### src/inc/overrange_map.vh
// Register map, field layout, reset values and counts of the overrange block
//
// Behaviour
// - First limit flag of A or B sets when magnitude reaches first limit; reset 0xF2.
// - Limit T means peak level T/256 of full scale, 20*log10(T/256) dBFS.
// - Second limit flag of A or B sets when magnitude reaches second limit; reset 0xAB.
// - Three-bit stretch exponent in setup bits 2..0, reset 0x7, for all pins.
// - Each pin pulse lasts at least 8 * 2^exponent sample-clock cycles.
`ifndef OVERRANGE_MAP_VH
`define OVERRANGE_MAP_VH

// Printed register indices; byte address is four times the index
`define IDX_LIMIT_FIRST     10'h211
`define IDX_LIMIT_SECOND    10'h212
`define IDX_FLAG_SETUP      10'h213
`define IDX_PIN_STATUS      10'h214

// Bus geometry
`define AXI_ADDR_W          12
`define AXI_RESP_OKAY       2'h0
`define AXI_RESP_SLVERR     2'h2

// Reset values
`define RST_LIMIT_FIRST     8'hF2
`define RST_LIMIT_SECOND    8'hAB
`define RST_FLAG_SETUP      8'h07

// Setup register fields
`define SETUP_ENABLE_BIT    3
`define SETUP_EXP_LSB       0
`define SETUP_EXP_MSB       2
`define SETUP_USED_MASK     8'h0F

// Sample geometry: 12-bit two's complement, limit scaled by 2^(12-1-8)
`define SAMPLE_W            12
`define LIMIT_SCALE_SHIFT   3

// Stretch length base: pulse is this many cycles shifted left by exponent
`define STRETCH_BASE        11'h008
`define STRETCH_CNT_W       11

`endif

### src/hw/adc_overrange_detector.v
// Dual-channel overrange detector with AXI4-Lite register access
//
// Local design decision: the AXI4-Lite interface to the registers.
`timescale 1ns/1ps
`include "overrange_map.vh"

module adc_overrange_detector (
  input  wire                   aclk,
  input  wire                   aresetn,
  // AXI4-Lite write address
  input  wire [`AXI_ADDR_W-1:0] s_axi_awaddr,
  input  wire [2:0]             s_axi_awprot,
  input  wire                   s_axi_awvalid,
  output reg                    s_axi_awready,
  // AXI4-Lite write data
  input  wire [31:0]            s_axi_wdata,
  input  wire [3:0]             s_axi_wstrb,
  input  wire                   s_axi_wvalid,
  output reg                    s_axi_wready,
  // AXI4-Lite write response
  output reg  [1:0]             s_axi_bresp,
  output reg                    s_axi_bvalid,
  input  wire                   s_axi_bready,
  // AXI4-Lite read address
  input  wire [`AXI_ADDR_W-1:0] s_axi_araddr,
  input  wire [2:0]             s_axi_arprot,
  input  wire                   s_axi_arvalid,
  output reg                    s_axi_arready,
  // AXI4-Lite read data
  output reg  [31:0]            s_axi_rdata,
  output reg  [1:0]             s_axi_rresp,
  output reg                    s_axi_rvalid,
  input  wire                   s_axi_rready,
  // Converter samples, one per cycle when valid
  input  wire [`SAMPLE_W-1:0]   chan_a_sample,
  input  wire [`SAMPLE_W-1:0]   chan_b_sample,
  input  wire                   sample_valid,
  // Overrange pins
  output reg                    chan_a_first_flag_pin,
  output reg                    chan_a_second_flag_pin,
  output reg                    chan_b_first_flag_pin,
  output reg                    chan_b_second_flag_pin
);

  // Configuration registers
  reg  [7:0]             level_limit_first_q;
  reg  [7:0]             level_limit_second_q;
  reg  [7:0]             level_flag_setup_q;

  // Write channel holding state
  reg                    aw_held_q;
  reg  [`AXI_ADDR_W-1:0] aw_addr_q;
  reg                    w_held_q;
  reg  [7:0]             w_byte_q;
  reg                    w_lane0_q;
  wire                   aw_take;
  wire                   w_take;
  wire                   wr_fire;
  wire [9:0]             wr_idx;
  wire [9:0]             rd_idx;
  wire                   wr_hit;
  reg  [7:0]             rd_byte;
  reg                    rd_hit;

  // Detection datapath
  wire [`SAMPLE_W-1:0]   mag_a;
  wire [`SAMPLE_W-1:0]   mag_b;
  wire [`SAMPLE_W-1:0]   lvl_first;
  wire [`SAMPLE_W-1:0]   lvl_second;
  wire                   chan_a_first_limit_flag;
  wire                   chan_a_second_limit_flag;
  wire                   chan_b_first_limit_flag;
  wire                   chan_b_second_limit_flag;
  wire [3:0]             hit_vec;
  wire [3:0]             stretched;
  wire                   flag_pins_enable;
  wire [2:0]             flag_stretch_exponent;

  // Setup fields
  assign flag_pins_enable      = level_flag_setup_q[`SETUP_ENABLE_BIT];
  assign flag_stretch_exponent =
    level_flag_setup_q[`SETUP_EXP_MSB:`SETUP_EXP_LSB];

  // Handshake terms of the write path
  assign aw_take = s_axi_awvalid & s_axi_awready;
  assign w_take  = s_axi_wvalid & s_axi_wready;
  assign wr_fire = aw_held_q & w_held_q & ~s_axi_bvalid;
  assign wr_idx  = aw_addr_q[`AXI_ADDR_W-1:2];
  assign rd_idx  = s_axi_araddr[`AXI_ADDR_W-1:2];
  assign wr_hit  = (wr_idx == `IDX_LIMIT_FIRST) |
                   (wr_idx == `IDX_LIMIT_SECOND) |
                   (wr_idx == `IDX_FLAG_SETUP);

  // Address and data are captured independently, in either order
  always @(posedge aclk) begin
    if (!aresetn) begin
      aw_held_q     <= 1'b0;
      aw_addr_q     <= {`AXI_ADDR_W{1'b0}};
      s_axi_awready <= 1'b0;
      w_held_q      <= 1'b0;
      w_byte_q      <= 8'h00;
      w_lane0_q     <= 1'b0;
      s_axi_wready  <= 1'b0;
    end else begin
      if (aw_take) begin
        aw_held_q     <= 1'b1;
        aw_addr_q     <= s_axi_awaddr;
        s_axi_awready <= 1'b0;
      end else if (wr_fire) begin
        aw_held_q     <= 1'b0;
        s_axi_awready <= 1'b1;
      end else if (!aw_held_q) begin
        s_axi_awready <= 1'b1;
      end
      if (w_take) begin
        w_held_q     <= 1'b1;
        w_byte_q     <= s_axi_wdata[7:0];
        w_lane0_q    <= s_axi_wstrb[0];
        s_axi_wready <= 1'b0;
      end else if (wr_fire) begin
        w_held_q     <= 1'b0;
        s_axi_wready <= 1'b1;
      end else if (!w_held_q) begin
        s_axi_wready <= 1'b1;
      end
    end
  end

  // Register update and write response
  always @(posedge aclk) begin
    if (!aresetn) begin
      level_limit_first_q  <= `RST_LIMIT_FIRST;
      level_limit_second_q <= `RST_LIMIT_SECOND;
      level_flag_setup_q   <= `RST_FLAG_SETUP;
      s_axi_bvalid         <= 1'b0;
      s_axi_bresp          <= `AXI_RESP_OKAY;
    end else begin
      if (wr_fire) begin
        s_axi_bvalid <= 1'b1;
        s_axi_bresp  <= wr_hit ? `AXI_RESP_OKAY : `AXI_RESP_SLVERR;
        if (w_lane0_q) begin
          if (wr_idx == `IDX_LIMIT_FIRST) begin
            level_limit_first_q <= w_byte_q;
          end
          if (wr_idx == `IDX_LIMIT_SECOND) begin
            level_limit_second_q <= w_byte_q;
          end
          if (wr_idx == `IDX_FLAG_SETUP) begin
            level_flag_setup_q <= w_byte_q & `SETUP_USED_MASK;
          end
        end
      end else if (s_axi_bvalid && s_axi_bready) begin
        s_axi_bvalid <= 1'b0;
      end
    end
  end

  // Read decode; status word shows the live pin levels
  always @* begin
    rd_byte = 8'h00;
    rd_hit  = 1'b1;
    case (rd_idx)
      `IDX_LIMIT_FIRST:  rd_byte = level_limit_first_q;
      `IDX_LIMIT_SECOND: rd_byte = level_limit_second_q;
      `IDX_FLAG_SETUP:   rd_byte = level_flag_setup_q;
      `IDX_PIN_STATUS:   rd_byte = {4'h0, chan_b_second_flag_pin,
                                    chan_b_first_flag_pin,
                                    chan_a_second_flag_pin,
                                    chan_a_first_flag_pin};
      default:           rd_hit  = 1'b0;
    endcase
  end

  // Read channel: one request at a time, data one cycle after the address
  always @(posedge aclk) begin
    if (!aresetn) begin
      s_axi_arready <= 1'b0;
      s_axi_rvalid  <= 1'b0;
      s_axi_rdata   <= 32'h00000000;
      s_axi_rresp   <= `AXI_RESP_OKAY;
    end else begin
      if (s_axi_arvalid && s_axi_arready) begin
        s_axi_arready <= 1'b0;
        s_axi_rvalid  <= 1'b1;
        s_axi_rdata   <= {24'h000000, rd_byte};
        s_axi_rresp   <= rd_hit ? `AXI_RESP_OKAY : `AXI_RESP_SLVERR;
      end else if (s_axi_rvalid && s_axi_rready) begin
        s_axi_rvalid  <= 1'b0;
        s_axi_arready <= 1'b1;
      end else if (!s_axi_rvalid) begin
        s_axi_arready <= 1'b1;
      end
    end
  end

  // Absolute sample level; the most negative code maps to full scale
  assign mag_a = chan_a_sample[`SAMPLE_W-1] ?
                 (~chan_a_sample + {{(`SAMPLE_W-1){1'b0}}, 1'b1}) :
                 chan_a_sample;
  assign mag_b = chan_b_sample[`SAMPLE_W-1] ?
                 (~chan_b_sample + {{(`SAMPLE_W-1){1'b0}}, 1'b1}) :
                 chan_b_sample;

  // Limit T is T/256 of full scale (2048 codes), i.e. T*8 codes
  assign lvl_first  = {1'b0, level_limit_first_q,
                       {`LIMIT_SCALE_SHIFT{1'b0}}};
  assign lvl_second = {1'b0, level_limit_second_q,
                       {`LIMIT_SCALE_SHIFT{1'b0}}};

  // Level comparisons; reaching the limit counts as a hit
  assign chan_a_first_limit_flag  = sample_valid & (mag_a >= lvl_first);
  assign chan_b_first_limit_flag  = sample_valid & (mag_b >= lvl_first);
  assign chan_a_second_limit_flag =
    sample_valid & (mag_a >= lvl_second);
  assign chan_b_second_limit_flag =
    sample_valid & (mag_b >= lvl_second);

  // Pin order: A first, A second, B first, B second
  assign hit_vec = {chan_b_second_limit_flag, chan_b_first_limit_flag,
                    chan_a_second_limit_flag, chan_a_first_limit_flag};

  // One stretcher per pin, sharing the exponent
  genvar gi;
  generate
    for (gi = 0; gi < 4; gi = gi + 1) begin : g_str
      flag_stretcher u_str (
        .aclk        (aclk),
        .aresetn     (aresetn),
        .hit         (hit_vec[gi]),
        .stretch_exp (flag_stretch_exponent),
        .flag        (stretched[gi])
      );
    end
  endgenerate

  // Registered pins, forced low while disabled
  always @(posedge aclk) begin
    if (!aresetn) begin
      chan_a_first_flag_pin  <= 1'b0;
      chan_a_second_flag_pin <= 1'b0;
      chan_b_first_flag_pin  <= 1'b0;
      chan_b_second_flag_pin <= 1'b0;
    end else begin
      chan_a_first_flag_pin  <= flag_pins_enable & stretched[0];
      chan_a_second_flag_pin <= flag_pins_enable & stretched[1];
      chan_b_first_flag_pin  <= flag_pins_enable & stretched[2];
      chan_b_second_flag_pin <= flag_pins_enable & stretched[3];
    end
  end

endmodule

### src/hw/flag_stretcher.v
// Pulse stretcher that holds a flag for 8 * 2^exp cycles after each hit
`timescale 1ns/1ps
`include "overrange_map.vh"

module flag_stretcher (
  input  wire       aclk,
  input  wire       aresetn,
  input  wire       hit,
  input  wire [2:0] stretch_exp,
  output wire       flag
);

  reg  [`STRETCH_CNT_W-1:0] cnt_q;
  reg  [`STRETCH_CNT_W-1:0] cnt_d;
  wire [`STRETCH_CNT_W-1:0] len;

  // Pulse length from the exponent field
  assign len = `STRETCH_BASE << stretch_exp;

  // Reload on every hit, otherwise count down to zero
  always @* begin
    cnt_d = cnt_q;
    if (hit) begin
      cnt_d = len;
    end else if (cnt_q != {`STRETCH_CNT_W{1'b0}}) begin
      cnt_d = cnt_q - {{(`STRETCH_CNT_W-1){1'b0}}, 1'b1};
    end
  end

  always @(posedge aclk) begin
    if (!aresetn) begin
      cnt_q <= {`STRETCH_CNT_W{1'b0}};
    end else begin
      cnt_q <= cnt_d;
    end
  end

  // Flag stands while the count is running
  assign flag = (cnt_q != {`STRETCH_CNT_W{1'b0}});

endmodule

### config.mk
export PLATFORM = sky130hd
export DESIGN_NAME = adc_overrange_detector
export DESIGN_NICKNAME = d
export VERILOG_FILES = /design/src/hw/adc_overrange_detector.v /design/src/hw/flag_stretcher.v
export VERILOG_INCLUDE_DIRS = /design/src /design/src/inc
export SDC_FILE = /design/constraint.sdc
export NUM_CORES = 1
export LEC_CHECK = 0
export BUFFER_PORTS_ARGS = -buffer_cell sky130_fd_sc_hd__buf_2
export CAP_MARGIN = 0
export CORE_ASPECT_RATIO = 1.5
export CORE_MARGIN = 4
export CORE_UTILIZATION = 50
export CTS_CLUSTER_DIAMETER = 200
export DETAILED_ROUTE_END_ITERATION = 8
export PLACE_DENSITY = 0.77
export REMOVE_ABC_BUFFERS = 1
export SYNTH_ARGS = -nofsm -noshare
export SYNTH_HDL_FRONTEND = slang
export SYNTH_SLANG_ARGS = --single-unit
### constraint.sdc
create_clock -name aclk -period 6.2 [get_ports aclk]
set_clock_uncertainty 0.1 [all_clocks]
set_input_delay 0 -clock aclk [delete_from_list [all_inputs] [get_ports aclk]]
set_output_delay 0 -clock aclk [all_outputs]
set_load 0.1 [all_outputs]
# --- Word level (Yosys, flattened, before mapping) ---
# Cells that the tools add are included.
totals:
  register_bits: 108
  word_cells: 112
  in_bits: 98
  out_inout_bits: 45
op_classes:
  reduce_logical: 22
  n_lt_le_gt_ge: 4
  eq_ne: 10
  bitwise: 18
  addsub: 6
  mux: 27
  shifts: 1
op_table:
  columns: ["op", "count"]
  rows:
  - ["11-bit two-way mux", 8]
  - ["10-bit == test, second input constant", 7]
  - ["12-bit by 11-bit >= comparator with 1-bit output", 4]
  - ["11-bit nonzero test", 4]
  - ["11-bit by 1-bit subtractor with 11-bit output, second input constant", 4]
  - ["8-bit one-hot mux with 4 select lines", 1]
  - ["12-bit by 1-bit adder with 12-bit output, second input constant", 2]
  - ["12-bit two-way mux", 2]
  - ["12-bit inverter", 2]
  - ["2-bit nonzero test", 8]
  - ["1-bit two-way mux", 14]
  - ["1-bit bitwise AND", 12]
  - ["4-bit by 3-bit << shifter with 11-bit output, first input constant", 1]
  - ["3-bit AND reduction", 3]
  - ["2-bit by 1-bit != test with 1-bit output, second input constant", 3]
  - ["2-bit OR reduction", 3]
  - ["2-bit two-way mux", 2]
  - ["4-bit OR reduction", 1]
  - ["1-bit logical AND", 3]
  - ["1-bit inverter", 2]
  - ["1-bit OR", 2]

# --- Logic depth before layout (Yosys ltp) ---
depth:
  ltp_word: 6
  depth_mapped: 14
  depth_no_buf: 13

# --- Hierarchy ---
# From an unflattened synthesis, not the netlist that was laid out.
unflattened:
  cells_unflattened: 759
  hier_area_um2: 6391.1
by_module_without_submodules:
  columns: ["module", "cells_per_inst", "seq_area_each_um2", "area_per_inst_um2", "n_inst"]
  rows:
  - ["adc_overrange_detector", 451, 1201.2, 3863.7, 1]
  - ["flag_stretcher", 77, 220.2, 631.9, 4]

# --- Least setup slack after synthesis ---
# No wires, ideal clock.
synth_timing:
  kind: "input -> register"
  from: "input port chan_b_sample[0]"
  to: "register g_str[3].u_str.cnt_q[1]"
  path_stages: 12
  path_buffers: 0
  slack_ps: 3265
  setup_time_ps: 86
  required_time_ps: 6014
  arrival_ps: 2749
  cell_sequence: "or3_1 -> or3_4 -> nand2b_1 -> nand2_1 -> xnor2_1 -> ha_1 -> a211o_1 -> a21oi_1 -> a31oi_1 -> o41ai_2 -> nand2_1 -> a211oi_1"
synth_via:
  elab_chain_len: 6
  word_cells_on_any_way: 7
  classes_between: "add/sub: 1; order compare: 1; mux: 2; bitwise: 2; reduce/logical: 1"
synth_rtl:
  columns: ["item", "line", "text"]
  rows:
  - ["start: declaration", "adc_overrange_detector.v:36", "input wire [`SAMPLE_W-1:0] chan_b_sample,"]
  - ["12-bit inverter", "adc_overrange_detector.v:201", "(~chan_b_sample + {{(`SAMPLE_W-1){1'b0}}, 1'b1}) :"]
  - ["12-bit by 1-bit adder with 12-bit output", "adc_overrange_detector.v:201", null]
  - ["12-bit two-way mux *", "adc_overrange_detector.v:200", "assign mag_b = chan_b_sample[`SAMPLE_W-1] ?"]
  - ["12-bit by 11-bit >= comparator with 1-bit output *", "adc_overrange_detector.v:216", "sample_valid & (mag_b >= lvl_second);"]
  - ["1-bit bitwise AND *", "adc_overrange_detector.v:216", null]
  - ["11-bit two-way mux or 2-bit nonzero test (tied branches)", null, null]
  - ["end signal: assignment", "flag_stretcher.v:32", "cnt_q <= {`STRETCH_CNT_W{1'b0}};"]
  - ["end signal: assignment", "flag_stretcher.v:34", "cnt_q <= cnt_d;"]
  - ["end: declaration", "flag_stretcher.v:13", "reg [`STRETCH_CNT_W-1:0] cnt_q;"]
# Mark *: on every way between the ends. The rest lies on a longest branch, timed or not.
# A chain may end at the register's enable or synchronous reset.

# --- Worst setup path in the final report ---
layout_timing:
  from: "input port chan_a_sample[2]"
  to: "register g_str[0].u_str.cnt_q[4]"
layout_via:
  elab_chain_len: 6
  word_cells_on_any_way: 7
  classes_between: "add/sub: 1; order compare: 1; mux: 2; bitwise: 2; reduce/logical: 1"
layout_rtl:
  columns: ["item", "line", "text"]
  rows:
  - ["start: declaration", "adc_overrange_detector.v:35", "input wire [`SAMPLE_W-1:0] chan_a_sample,"]
  - ["12-bit inverter", "adc_overrange_detector.v:198", "(~chan_a_sample + {{(`SAMPLE_W-1){1'b0}}, 1'b1}) :"]
  - ["12-bit by 1-bit adder with 12-bit output", "adc_overrange_detector.v:198", null]
  - ["12-bit two-way mux *", "adc_overrange_detector.v:197", "assign mag_a = chan_a_sample[`SAMPLE_W-1] ?"]
  - ["12-bit by 11-bit >= comparator with 1-bit output *", "adc_overrange_detector.v:211", "assign chan_a_first_limit_flag = sample_valid & (mag_a >= lvl_first);"]
  - ["1-bit bitwise AND *", "adc_overrange_detector.v:211", null]
  - ["11-bit two-way mux or 2-bit nonzero test (tied branches)", null, null]
  - ["end signal: assignment", "flag_stretcher.v:32", null]
  - ["end signal: assignment", "flag_stretcher.v:34", null]
  - ["end: declaration", "flag_stretcher.v:13", null]
# Marks and branches as above.

==> results.md <==
- For this run, asynchronously set or reset flops after synthesis account for 0%.
- Overall power consumption after layout is estimated at about 2400 uW.
- Across the run, the number of max-cap violations was 0.
- The number of cell rows is 48.
- The average detailed-routed wire length per instance is 15.9 um.
- The number of antenna violations at the first check in global routing came to 0.
- TritonCTS built the clock tree.
- In the final layout, the share of cells above drive strength 1 is 13.8%.
- After detailed placement, the total cell area comes to 0.00627 mm2.
- OpenSTA, run right after detailed placement, puts the worst setup slack at 2210 ps.
- The peak fanout along the critical path is 11.
- The total routing usage reported by global routing is around 22%.
- The number of hold violations in the final report came to 0.
- The worst pin sits at a relative slew slack of 23.7%.
- The number of flops mapped to enable cells by yosys is 0.
- The average footprint of a synthesized cell is between 8 and 9 um2.
- The detailed router finished its first iteration with 317 violations.
- The post-route fraction of the period consumed by the critical path is 59.7%.
- Summed over all layers, the routed wires come to about 15 mm.
- The first global-routing pass estimated 23.7 mm of wire.
- The launch point of the critical path is chan_a_sample[2].
- The type of the setup path with the least slack is input pin to register.
- The top flip-flop cell by instance count after synthesis is dfxtp_1.
- Once the floorplan was initialized, standard cells occupied around half of the core.
- The element type at the critical path end is a register.
- The sequential-to-total area share from yosys stat is 35.4%.
- Setup violations remaining at the end of the flow were counted as 0.
- Setup repair after global routing left no endpoint under its margin.
- The library cell used most frequently in the layout, excluding fill and tap cells, is nand2_1.
- The floorplan die width is between 90 and 100 um.
- The cell sitting at the root of the clock tree is a clkbuf_16.
- The worst register-to-register path begins at level_limit_first_q[6].
- The global route total overflow is 0.
- Entering global routing, the biggest net connects 41 pins.
- The detailed placement HPWL is around 12 mm.
- The number of nets in the layout is 922.
- Setup slack on the critical path of the routed design comes to 2500 ps.
- The power per unit of standard cell area is 358 mW/mm2.
- The floorplan step set the die height to 141 um.
- The synthesized area is 0.00588 mm2.
- The final-layout setup total negative slack is 0 ps.
- STA puts the critical path data arrival time at 3860 ps.
- STA classifies the critical path startpoint as an input pin.
- Post-CTS timing repair inserted 0 buffers for setup.
- The via total after detailed routing is 5236.
- The flow ran to the end, and the final reports show no timing, DRC or antenna violations.
- The number of warnings printed during yosys synthesis is 0.
- The analysis attributes to cell leakage a power of 0.00310 uW.
- The required time at the worst-slack endpoint is approximately 6400 ps.
- The hold path startpoint is s_axi_araddr[3].
- The maximum operating frequency is 0.270 GHz.
- Across the VDD grid, the largest voltage drop is about 160 uV.
- The number of global-route vias before repair is around 5300.
- Leaving out fill and tap cells, the most frequent cells in the layout are nand2_1 (105), dfxtp_1 (104), buf_2 (79), nor2_1 (46), ha_1 (38).
- Cells fill about three fifths of the core in the end.
- For this run, design rule violations remaining after detail routing come to 0.
- Summing all non-filler instances in the final layout gives an area of 0.00680 mm2.
- The die area is 0.0136 mm2.
- The maximum clock path buffer count is 2.
- The total count of max-transition violations in the final report is 0.
- After technology mapping, the gate count stands at ~700.
- TritonCTS created 9 clock buffers.
- The count of distinct cell types in the synthesized netlist is 57.
- The slew at the pin closest to its max-slew limit is 1140 ps.
- The number of antenna diodes in the final layout is 0.
- The placeable core region is 0.0115 mm2.
- The number of optimization iterations in the first detailed-route pass is 5.
- The type of the tightest min-delay check is input pin to register.
- The synthesis-stage register bit count is 104.
- In this run the number of H-tree levels came out at 3.
- The number of sinks driven by the clock tree is between 100 and 150.
- The via density per instance is 5.56.
- The final RePlAce weighted congestion is 0.951.
- After clock tree synthesis, the clock-pin slew on the worst setup and hold paths is 70 ps.
- The boundary pin count is 143.
- From synthesis to final layout, the design area changed by 15.7%.
- The detail route stage leaves a number of antenna-violating nets equal to 0.
- The quantity of I/O buffers inserted on ports is 79.
- The later pin in the worst-skew pair is clocked with a latency of 350 ps.
- The post-layout minimum cycle time is 3700 ps.
[flip-flops by register name (all words and copies together) (netlist names), 4 cells and up]
| name | count |
|---|---|
| level_limit_first_q | 8 |
| w_byte_q | 8 |
| g_str.u_str.cnt_q | 44 |
| aw_addr_q | 10 |
| level_flag_setup_q | 4 |
| level_limit_second_q | 8 |
| s_axi_rdata | 8 |
[final timing paths]
| kind | to | slack, ps | cells after the start |
|---|---|---|---|
| worst max-delay path | g_str[0].u_str.cnt_q[4] | 2500 | 13 |
| worst min-delay path | s_axi_rdata[5] | 30 | 4 |
| worst max register to register | g_str[0].u_str.cnt_q[4] | 3170 | 8 |
| worst min register to register | s_axi_rdata[2] | 350 | 2 |
[synth_stat cells, drive strengths merged (7+ instances only)]
cell type / instances / area (um2)
ha: 38 / 475
buf: 34 / 251
mux2i: 36 / 360
nor4b: 7 / 88.8
nor4: 8 / 65.1
nand3: 17 / 85.1
nor2: 46 / 173
or3: 7 / 48.8
dfxtp: 104 / 2080
nor2b: 8 / 50.1
o22ai: 7 / 43.8
xnor2: 29 / 254
nand4: 11 / 68.8
inv: 34 / 128
xor2: 21 / 184
a21oi: 35 / 175
nor3: 23 / 115
clkbuf: 14 / 52.6
o21ai: 27 / 135
nand2: 105 / 394
nand2b: 7 / 43.8
[logic make-up after synthesis]
| logic type | count (synthesis) | share of synthesized area [%] |
|---|---|---|
| and+or+nand+nor | 263 | 22.2 |
| AOI/OAI and AO/OA | 121 | 13.3 |
| DFF | 104 | 35.4 |
| buffers and inverters | 82 | 7.34 |
| xor gates and xnor gates | 50 | 7.45 |
| adders and majority gates | 38 | 8.09 |
| muxes | 36 | 6.13 |
| other | 1 | 0.0638 |
[metal layers]
metal  routed length, um  global-route usage (%)
met1                5440                    21.8
met2                8020                    40.4
met3                 585                    3.31
met4                 943                    15.0
met5                   0                       0
[critical path: stages]
cell and delay (ps):
buf_2 140, nor4_1 450, nand2_1 140, or2_2 300
o41ai_1 340, xnor2_1 210, ha_1 290, and3_1 190
a221oi_1 300, a31oi_1 130, a31oi_1 780, nand3_1 370
o22ai_1 220
[timing repair]
item                                   4_1_cts  5_1_grt
gates resized for setup                      0        0
endpoints found under the hold margin       23        0
hold buffers                                22        0
[final cells by class]
cell class	instances	area, um2
inverters	34	128
clock inverters	6	76.3
flip-flops and latches	104	2080
multi-input cells	534	3460
repair buffers	103	631
fillers	999	4730
clock buffers	10	239
well taps	150	188
[metrics by stage]
step,hold slack [ps],instances
2_1_floorplan,-38.1,672
3_3_place_gp,143,903
3_5_place_dp,148,903
4_1_cts,28.5,941
5_1_grt,55.5,941
6_report,34.7,941
[power breakdown]
| group | total, uW | switching [uW] | internal (uW) |
|---|---|---|---|
| Sequential | 909 | 115 | 795 |
| Combinational | 942 | 552 | 390 |
| Clock | 586 | 256 | 330 |
| Total | 2440 | 923 | 1520 |
(Power assumes the default switching activity.)
